$ cat src/tppio_defs.svh
// constants for the three-port parallel i/o block
`ifndef TPPIO_DEFS_SVH
`define TPPIO_DEFS_SVH
// register offsets
`define TPPIO_ADDR_W 4
`define TPPIO_REG_PFIRST 4'h0
`define TPPIO_REG_PSECOND 4'h1
`define TPPIO_REG_PSPLIT 4'h2
`define TPPIO_REG_CTRL 4'h3
`define TPPIO_REG_STATUS 4'h4
`define TPPIO_REG_MASK 4'h5
`define TPPIO_REG_HS 4'h6
// control fields
`define TPPIO_CTRL_FMODE_LO 0
`define TPPIO_CTRL_FDIR 2
`define TPPIO_CTRL_SMODE 3
`define TPPIO_CTRL_SDIR 4
`define TPPIO_CTRL_SPLIT_UDIR 5
`define TPPIO_CTRL_SPLIT_LDIR 6
`define TPPIO_CTRL_RESET 8'h00
// port_split handshake bit positions
`define TPPIO_B_IRQ 0
`define TPPIO_B_FLAG 1
`define TPPIO_B_HS_IN 2
`define TPPIO_A_IRQ 3
`define TPPIO_A_STB 4
`define TPPIO_A_IBF 5
`define TPPIO_A_ACK 6
`define TPPIO_A_OBF 7
// status bits
`define TPPIO_ST_A_IN 0
`define TPPIO_ST_A_OUT 1
`define TPPIO_ST_B_EV 2
`define TPPIO_ST_W 3
`endif

$ cat src/tppio_pkg.sv
// types for the three-port parallel i/o block
`default_nettype none
package tppio_pkg;
    typedef enum logic [1:0] {
        TPPIO_SIMPLE,
        TPPIO_STROBED,
        TPPIO_BIDIR,
        TPPIO_BAD
    } tppio_mode_t;
endpackage
`default_nettype wire

$ cat src/tppio_top.sv
// three-port parallel i/o block with strobed handshakes
//
// Functional notes
// - first strobed in: bit4 strobe, bit5 full
// - first strobed out: bit6 ack, bit7 full_n
// - first handshake modes: irq on bit3
// - bits 0-2 serve second when strobed
// - bits 6,7 general, same direction
// - bits 4,5 general, same direction
// - bidir: bits 1,2 only if second simple
// - bidir: bit 0 never general i/o
// - second strobed in: bit1 full, bit2 strobe
// - second strobed out: bit1 full_n, bit2 ack
// - second strobed: irq on bit0
// - bit3 general only if first simple
// - split offers simple mode only
// - upper nibble general when first simple
// - lower nibble general only when both ports simple
// - both simple: split fully usable
//
// Decided for this implementation: strobed register access and the register offsets.
`timescale 1ns/10ps
`default_nettype none
`include "tppio_defs.svh"

module tppio_top
    import tppio_pkg::*;
(
    // clock and reset
    input wire logic clk_sys,
    input wire logic rst,
    // register port
    input wire logic [`TPPIO_ADDR_W-1:0] reg_addr,
    input wire logic [7:0] reg_wdata,
    input wire logic reg_wr,
    input wire logic reg_rd,
    output logic [7:0] reg_rdata,
    // port_first pins
    input wire logic [7:0] first_in,
    output logic [7:0] first_out,
    output logic first_oe_n,
    // port_second pins
    input wire logic [7:0] second_in,
    output logic [7:0] second_out,
    output logic second_oe_n,
    // port_split pins
    input wire logic [7:0] split_in,
    output logic [7:0] split_out,
    output logic [7:0] split_oe_n,
    // interrupt
    output logic irq
);
    // ======================================
    // pin synchronisers
    logic [23:0] sync1;
    logic [23:0] sync2;
    always_ff @(posedge clk_sys) begin
        if (rst) begin
            sync1 <= 24'hFFFFFF;
            sync2 <= 24'hFFFFFF;
        end else begin
            sync1 <= {split_in, second_in, first_in};
            sync2 <= sync1;
        end
    end
    logic [7:0] first_s;
    logic [7:0] second_s;
    logic [7:0] split_s;
    assign first_s = sync2[7:0];
    assign second_s = sync2[15:8];
    assign split_s = sync2[23:16];

    // ======================================
    // control register and decoded modes
    logic [7:0] ctrl;
    logic [7:0] mask;
    logic [7:0] hs_en;
    tppio_mode_t mode_a;
    tppio_mode_t mode_b;
    logic dir_a_out;
    logic dir_b_out;
    logic dir_up_out;
    logic dir_lo_out;
    always_ff @(posedge clk_sys) begin
        if (rst) begin
            ctrl <= `TPPIO_CTRL_RESET;
        end else if (reg_wr && reg_addr == `TPPIO_REG_CTRL) begin
            ctrl <= reg_wdata;
        end
    end
    always_comb begin
        unique case (ctrl[`TPPIO_CTRL_FMODE_LO +: 2])
            2'h0: mode_a = TPPIO_SIMPLE;
            2'h1: mode_a = TPPIO_STROBED;
            2'h2: mode_a = TPPIO_BIDIR;
            // undefined code falls back to simple mode
            default: mode_a = TPPIO_SIMPLE;
        endcase
    end
    // second port has no bidirectional code at all
    assign mode_b = ctrl[`TPPIO_CTRL_SMODE] ? TPPIO_STROBED : TPPIO_SIMPLE;
    assign dir_a_out = ctrl[`TPPIO_CTRL_FDIR];
    assign dir_b_out = ctrl[`TPPIO_CTRL_SDIR];
    // one direction bit per nibble keeps pairs in step
    assign dir_up_out = ctrl[`TPPIO_CTRL_SPLIT_UDIR];
    assign dir_lo_out = ctrl[`TPPIO_CTRL_SPLIT_LDIR];

    logic a_hs;
    logic b_hs;
    logic a_in_en;
    logic a_out_en;
    assign a_hs = mode_a != TPPIO_SIMPLE;
    assign b_hs = mode_b == TPPIO_STROBED;
    assign a_in_en = (mode_a == TPPIO_STROBED && !dir_a_out) || mode_a == TPPIO_BIDIR;
    assign a_out_en = (mode_a == TPPIO_STROBED && dir_a_out) || mode_a == TPPIO_BIDIR;

    // ======================================
    // strobe and acknowledge edge detect (active low)
    logic a_stb_n;
    logic a_ack_n;
    logic b_hs_n;
    logic a_stb_d;
    logic a_ack_d;
    logic b_hs_d;
    assign a_stb_n = split_s[`TPPIO_A_STB];
    assign a_ack_n = split_s[`TPPIO_A_ACK];
    assign b_hs_n = split_s[`TPPIO_B_HS_IN];
    always_ff @(posedge clk_sys) begin
        if (rst) begin
            a_stb_d <= 1'b1;
            a_ack_d <= 1'b1;
            b_hs_d <= 1'b1;
        end else begin
            a_stb_d <= a_stb_n;
            a_ack_d <= a_ack_n;
            b_hs_d <= b_hs_n;
        end
    end
    logic a_stb_fall;
    logic a_stb_rise;
    logic a_ack_fall;
    logic a_ack_rise;
    logic b_fall;
    logic b_rise;
    assign a_stb_fall = a_stb_d && !a_stb_n;
    assign a_stb_rise = !a_stb_d && a_stb_n;
    assign a_ack_fall = a_ack_d && !a_ack_n;
    assign a_ack_rise = !a_ack_d && a_ack_n;
    assign b_fall = b_hs_d && !b_hs_n;
    assign b_rise = !b_hs_d && b_hs_n;

    logic wr_first;
    logic wr_second;
    logic rd_first;
    logic rd_second;
    assign wr_first = reg_wr && reg_addr == `TPPIO_REG_PFIRST;
    assign wr_second = reg_wr && reg_addr == `TPPIO_REG_PSECOND;
    assign rd_first = reg_rd && reg_addr == `TPPIO_REG_PFIRST;
    assign rd_second = reg_rd && reg_addr == `TPPIO_REG_PSECOND;

    // ======================================
    // port_first data latches and buffer flags
    logic [7:0] a_out_latch;
    logic [7:0] a_in_latch;
    logic a_ibf;
    logic a_obf;
    always_ff @(posedge clk_sys) begin
        if (rst) begin
            a_out_latch <= 8'h00;
        end else if (wr_first) begin
            a_out_latch <= reg_wdata;
        end
    end
    always_ff @(posedge clk_sys) begin
        if (rst) begin
            a_in_latch <= 8'h00;
        end else if (a_in_en && a_stb_fall) begin
            a_in_latch <= first_s;
        end
    end
    // strobe set beats a concurrent read clear
    always_ff @(posedge clk_sys) begin
        if (rst) begin
            a_ibf <= 1'b0;
        end else if (a_in_en && a_stb_fall) begin
            a_ibf <= 1'b1;
        end else if (rd_first || !a_in_en) begin
            a_ibf <= 1'b0;
        end
    end
    // a new write beats a concurrent ack, which belonged to the old byte
    always_ff @(posedge clk_sys) begin
        if (rst) begin
            a_obf <= 1'b0;
        end else if (a_out_en && wr_first) begin
            a_obf <= 1'b1;
        end else if (a_out_en && a_ack_fall) begin
            a_obf <= 1'b0;
        end else if (!a_out_en) begin
            a_obf <= 1'b0;
        end
    end

    // ======================================
    // port_second data latches and buffer flag
    logic [7:0] b_out_latch;
    logic [7:0] b_in_latch;
    logic b_flag;
    always_ff @(posedge clk_sys) begin
        if (rst) begin
            b_out_latch <= 8'h00;
        end else if (wr_second) begin
            b_out_latch <= reg_wdata;
        end
    end
    always_ff @(posedge clk_sys) begin
        if (rst) begin
            b_in_latch <= 8'h00;
        end else if (b_hs && !dir_b_out && b_fall) begin
            b_in_latch <= second_s;
        end
    end
    // input: high when full; output: held as "full" internally
    always_ff @(posedge clk_sys) begin
        if (rst) begin
            b_flag <= 1'b0;
        end else if (!b_hs) begin
            b_flag <= 1'b0;
        end else if (!dir_b_out && b_fall) begin
            b_flag <= 1'b1;
        end else if ((!dir_b_out && rd_second) || (dir_b_out && wr_second)) begin
            b_flag <= dir_b_out;
        end else if (dir_b_out && b_fall) begin
            b_flag <= 1'b0;
        end
    end

    // ======================================
    // handshake interrupt enables and line requests
    always_ff @(posedge clk_sys) begin
        if (rst) begin
            hs_en <= 8'h00;
        end else if (reg_wr && reg_addr == `TPPIO_REG_HS) begin
            hs_en <= reg_wdata;
        end
    end
    logic group_a_irq;
    logic group_b_irq;
    // port_first request after strobe released with data held, or ack released with buffer empty; port_second on any strobe or ack release
    logic a_irq_q;
    logic b_irq_q;
    always_ff @(posedge clk_sys) begin
        if (rst) begin
            a_irq_q <= 1'b0;
        end else if ((a_in_en && a_stb_rise && a_ibf) || (a_out_en && a_ack_rise && !a_obf)) begin
            a_irq_q <= 1'b1;
        end else if (!a_hs || rd_first || wr_first) begin
            a_irq_q <= 1'b0;
        end
    end
    always_ff @(posedge clk_sys) begin
        if (rst) begin
            b_irq_q <= 1'b0;
        end else if (b_hs && b_rise) begin
            b_irq_q <= 1'b1;
        end else if (!b_hs || rd_second || wr_second) begin
            b_irq_q <= 1'b0;
        end
    end
    assign group_a_irq = a_irq_q && hs_en[0];
    assign group_b_irq = b_irq_q && hs_en[1];

    // ======================================
    // port_split ownership and pin drive
    logic [7:0] split_latch;
    logic [7:0] gen_avail;
    logic [7:0] gen_dir_out;
    logic [7:0] hs_drive;
    logic [7:0] hs_value;
    always_ff @(posedge clk_sys) begin
        if (rst) begin
            split_latch <= 8'h00;
        end else if (reg_wr && reg_addr == `TPPIO_REG_PSPLIT) begin
            split_latch <= reg_wdata;
        end
    end
    always_comb begin
        gen_avail = 8'hFF;
        hs_drive = 8'h00;
        hs_value = 8'h00;
        if (b_hs) begin
            gen_avail[2:0] = 3'h0;
            hs_drive[`TPPIO_B_IRQ] = 1'b1;
            hs_drive[`TPPIO_B_FLAG] = 1'b1;
            hs_value[`TPPIO_B_IRQ] = group_b_irq;
            hs_value[`TPPIO_B_FLAG] = dir_b_out ? !b_flag : b_flag;
        end
        if (a_hs) begin
            gen_avail[`TPPIO_A_IRQ] = 1'b0;
            hs_drive[`TPPIO_A_IRQ] = 1'b1;
            hs_value[`TPPIO_A_IRQ] = group_a_irq;
        end
        if (a_in_en) begin
            gen_avail[`TPPIO_A_IBF] = 1'b0;
            gen_avail[`TPPIO_A_STB] = 1'b0;
            hs_drive[`TPPIO_A_IBF] = 1'b1;
            hs_value[`TPPIO_A_IBF] = a_ibf;
        end
        if (a_out_en) begin
            gen_avail[`TPPIO_A_ACK] = 1'b0;
            gen_avail[`TPPIO_A_OBF] = 1'b0;
            hs_drive[`TPPIO_A_OBF] = 1'b1;
            hs_value[`TPPIO_A_OBF] = !a_obf;
        end
        if (mode_a == TPPIO_BIDIR) begin
            gen_avail[0] = 1'b0;
            if (b_hs) begin
                gen_avail[2:1] = 2'h0;
            end
        end
    end
    assign gen_dir_out = {{4{dir_up_out}}, {4{dir_lo_out}}};

    always_ff @(posedge clk_sys) begin
        if (rst) begin
            split_out <= 8'h00;
            split_oe_n <= 8'hFF;
        end else begin
            split_out <= (hs_value & hs_drive) | (split_latch & gen_avail & ~hs_drive);
            split_oe_n <= ~(hs_drive | (gen_avail & gen_dir_out));
        end
    end

    // ======================================
    // port_first and port_second pin drive
    always_ff @(posedge clk_sys) begin
        if (rst) begin
            first_out <= 8'h00;
            first_oe_n <= 1'b1;
            second_out <= 8'h00;
            second_oe_n <= 1'b1;
        end else begin
            first_out <= a_out_latch;
            // bidir drives only while peripheral holds ack low
            if (mode_a == TPPIO_BIDIR) begin
                first_oe_n <= a_ack_n;
            end else begin
                first_oe_n <= !dir_a_out;
            end
            second_out <= b_out_latch;
            second_oe_n <= !dir_b_out;
        end
    end

    // ======================================
    // event status and interrupt
    logic [`TPPIO_ST_W-1:0] status;
    logic [`TPPIO_ST_W-1:0] events;
    assign events = {b_hs && b_fall, a_out_en && a_ack_fall, a_in_en && a_stb_fall};
    always_ff @(posedge clk_sys) begin
        if (rst) begin
            status <= '0;
        end else if (reg_wr && reg_addr == `TPPIO_REG_STATUS) begin
            status <= (status & ~reg_wdata[`TPPIO_ST_W-1:0]) | events;
        end else begin
            status <= status | events;
        end
    end
    always_ff @(posedge clk_sys) begin
        if (rst) begin
            mask <= 8'h00;
        end else if (reg_wr && reg_addr == `TPPIO_REG_MASK) begin
            mask <= reg_wdata;
        end
    end
    assign irq = |(status & mask[`TPPIO_ST_W-1:0]);

    // ======================================
    // read data, one cycle after the strobe
    logic [7:0] next_rdata;
    always_comb begin
        next_rdata = 8'h00;
        unique case (reg_addr)
            `TPPIO_REG_PFIRST: next_rdata = a_in_en ? a_in_latch :
                (dir_a_out ? a_out_latch : first_s);
            `TPPIO_REG_PSECOND: next_rdata = (b_hs && !dir_b_out) ? b_in_latch :
                (dir_b_out ? b_out_latch : second_s);
            `TPPIO_REG_PSPLIT: next_rdata = (split_s & gen_avail & ~gen_dir_out) |
                (split_latch & gen_avail & gen_dir_out) | (hs_value & hs_drive);
            `TPPIO_REG_CTRL: next_rdata = ctrl;
            `TPPIO_REG_STATUS: next_rdata = {5'h00, status};
            `TPPIO_REG_MASK: next_rdata = mask;
            `TPPIO_REG_HS: next_rdata = {a_obf, a_ibf, b_flag, 3'h0, hs_en[1:0]};
            default: next_rdata = 8'h00;
        endcase
    end
    always_ff @(posedge clk_sys) begin
        if (rst) begin
            reg_rdata <= 8'h00;
        end else if (reg_rd) begin
            reg_rdata <= next_rdata;
        end else begin
            reg_rdata <= 8'h00;
        end
    end
endmodule
`default_nettype wire

$ cat config.mk
export PLATFORM = sky130hd
export DESIGN_NAME = tppio_top
export DESIGN_NICKNAME = d
export VERILOG_FILES = /design/src/tppio_pkg.sv /design/src/tppio_top.sv
export VERILOG_INCLUDE_DIRS = /design/src
export SDC_FILE = /design/constraint.sdc
export NUM_CORES = 1
export LEC_CHECK = 0
export BUFFER_PORTS_ARGS = -buffer_cell sky130_fd_sc_hd__buf_2
export CAP_MARGIN = 20
export CORE_MARGIN = 2
export CORE_UTILIZATION = 55
export CTS_BUF_LIST = sky130_fd_sc_hd__clkbuf_4 sky130_fd_sc_hd__clkbuf_8
export DETAILED_ROUTE_END_ITERATION = 12
export PLACE_DENSITY = 0.8
export SKIP_CTS_REPAIR_TIMING = 1
export SYNTH_ARGS = -nofsm -noshare
export SYNTH_HDL_FRONTEND = slang
export SYNTH_SLANG_ARGS = --single-unit
$ cat constraint.sdc
create_clock -name clk_sys -period 2 [get_ports clk_sys]
set_input_delay 0.3 -clock clk_sys [delete_from_list [all_inputs] [get_ports clk_sys]]
set_output_delay 0.3 -clock clk_sys [all_outputs]
set_load 0.02 [all_outputs]
==> impl_metrics.json <==
{
  "status": "finished, final reports clean",
  "syn_nets": 672,
  "hold_path_class": "in -> reg",
  "synth_edf_count": 0,
  "holdWs_ns": 0.01644,
  "reg.largest.list": "sync1 x24, sync2 x24",
  "tritoncts": "yes",
  "numClockSinks": 159,
  "ys_seq_elements": 159,
  "setup_tns_ns": 0,
  "critPathArrivalTime_ns": 2.10,
  "grt_max_degree": 86,
  "synth_warnings": 0,
  "firstDrtPassIters": 5,
  "ios": 83,
  "power_leakage_nw": 2.890,
  "max_freq_mhz": 562.5,
  "cap_violations": 0,
  "core-area_um2": 10750,
  "place_hpwl_um": 11680,
  "cts_buffers": 17,
  "relSlewSlack": 0.6472,
  "layout_commonest_cell": "dfxtp_1",
  "slew_viol_final": 0,
  "drt_iter0_drc": 322,
  "vias": 4923,
  "ys_types": 48,
  "period_share": 0.8889,
  "drt_wl_total_um": 16520,
  "ant_nets": 0,
  "n_antenna_cell": 0,
  "antenna_found_initial": 0,
  "viasPerCell": 5.563,
  "worstSkewPairLatency_ns": 0.47,
  "area_delta_synth_final_pct": 19.68,
  "critPathKind": "reg -> reg",
  "worstMarginPinSlew_ns": 0.5286,
  "path_clk_slew_ns": 0.09,
  "start_util": 0.5609,
  "cts_root_buf": "clkbuf_8",
  "cp-end-kind": "register",
  "rsz0062_at_grt": "false",
  "track_usage": 0.2844,
  "drive_gt1_frac": 0.2725,
  "netlist_area_um2": 6027,
  "ys_seq_area_frac": 0.5281,
  "ys.flop_type": "dfxtp_1",
  "wl_met1_um": 7133,
  "synth-async-reset-ratio": 0,
  "routedWlPerCell_um": 18.66,
  "die_h_um": 108.7,
  "gp_congestion": 0.9388,
  "overflow": 0,
  "drt_drc_violations_left": 0,
  "p_per_area_nw_per_um2": 829.6,
  "path_max_fanout": 10,
  "fin_crit_ns": 1.778,
  "fp.dieArea_um2": 11810,
  "htreeDepth": 4,
  "layout.nets": 774,
  "critical_path_required_ns": 2.32,
  "syn_inst": 630,
  "final-setup-viol-count": 0,
  "met2WireLength_um": 7613,
  "cts_buffer_depth": 2,
  "dr_wl_met3_um": 1183,
  "hold_viol_final": 0,
  "topRoutingLayerUsed": "met4",
  "die_x_um": 108.7,
  "fp-row-count": 38,
  "num-fill-cells": 886,
  "start_kind": "register",
  "peakVddDrop_uv": 762.3,
  "grt_pass1_vias": 4490,
  "skew_ns": 0.01213,
  "portBuffers": 82,
  "synth_area_per_cell_um2": 9.567,
  "grt_pass1_wl_um": 24320,
  "final_cell_mix": "dfxtp_1 (159), buf_2 (81), or2_2 (51), nand2_1 (51)"
}
## final timing paths
| check | from | endpoint | slack (ns) | depth (start not counted) |
|---|---|---|---|---|
| max | ctrl[1]$_SDFFE_PP0P_ | reg_rdata[1]$_SDFF_PP0_ | 0.22 | 5 |
| min | first_in[0] | sync1[0]$_SDFF_PP1_ | 0.02 | 2 |
| max reg2reg | ctrl[1]$_SDFFE_PP0P_ | reg_rdata[1]$_SDFF_PP0_ | 0.22 | 5 |
| min reg2reg | sync1[20]$_SDFF_PP1_ | sync2[20]$_SDFF_PP1_ | 0.41 | 1 |
## Yosys cell counts, types with 2 or more instances
cell type  instances  area share
dfxtp_1          159        0.53
nand2_1           51       0.032
or2_2             51       0.053
mux2i_1           48       0.080
nor2_1            48       0.030
a21oi_1           41       0.034
nand3_1           41       0.034
clkbuf_1          26       0.016
nor2b_1           22       0.023
o21ai_0           17       0.014
inv_1             14      0.0087
buf_2              9      0.0075
nand2b_1           9      0.0093
a31oi_1            8      0.0083
mux2_2             6       0.011
o211ai_1           6      0.0075
a21o_1             5      0.0062
a22o_1             5      0.0073
buf_4              5      0.0062
or3_1              5      0.0052
a32oi_1            4      0.0058
nand3b_1           4      0.0050
nor3_1             4      0.0033
nor3b_1            4      0.0050
a211oi_1           3      0.0037
o21bai_1           3      0.0037
o221ai_1           3      0.0044
a211o_1            2      0.0029
a221oi_1           2      0.0029
a22oi_1            2      0.0025
a41oi_1            2      0.0029
and3b_1            2      0.0029
buf_6              2      0.0037
ha_1               2      0.0042
o211a_1            2      0.0033
## area by class of cell
class | instances | area, um2 | share of cell area
Clock inverter | 15 | 150.1 | 0.02082
Inverter | 15 | 56.30 | 0.007806
Timing Repair Buffer | 126 | 830.8 | 0.1152
Sequential cell | 159 | 3183 | 0.4413
Tap cell | 140 | 175.2 | 0.02428
Multi-Input combinational cell | 413 | 2584 | 0.3582
Clock buffer | 17 | 234.0 | 0.03244
## metrics by stage
stage / power (W) / cells / area [um2] / util / setup WS (ns)
detailed placement: 0.003695 / 833 / 6626 / 0.6167 / 0.2593
finish: 0.005984 / 885 / 7213 / 0.6713 / 0.2223
floorplan: 0.003543 / 630 / 6027 / - / 0.4353
CTS: 0.005978 / 865 / 7010 / 0.6524 / 0.1878
global route: 0.006194 / 885 / 7213 / 0.6713 / 0.06581
global placement: 0.003688 / 833 / 6626 / 0.6167 / 0.2733
## kinds of logic (layout without fill, tap and decap cells)
group                    count (synthesis)  count (layout)  synth area share
adder cells (fa/ha/maj)                  2               2          0.004151
multiplexers                            54              54           0.09093
buffers and inverters                   58             173           0.04359
AND/OR/NAND/NOR                        248             248            0.2178
AO/OA/AOI/OAI                          108             108            0.1140
flip-flops                             159             159            0.5281
XOR/XNOR                                 1               1          0.001453
## metal layers
| layer | GRT usage | vias up |
|---|---|---|
| met3 | 0.07950 | 50 |
| met1 | 0.3767 | 2294 |
| li1 | - | 2354 |
| met4 | 0.1364 | 0 |
| met5 | 0 | - |
| met2 | 0.4295 | 225 |
## worst max-delay path, stage by stage (launching register included)
cell and delay, ns:
dfxtp_1 0.40, ha_1 0.20, clkinv_1 0.30, a21o_1 0.26, a32oi_1 0.29, a41oi_1 0.19
## power by group
group          internal (W)  switching [W]
Sequential          0.00323      0.0000334
Clock               0.00103        0.00130
Combinational      0.000168       0.000226
Total               0.00442        0.00156
(Power assumes the default switching activity.)
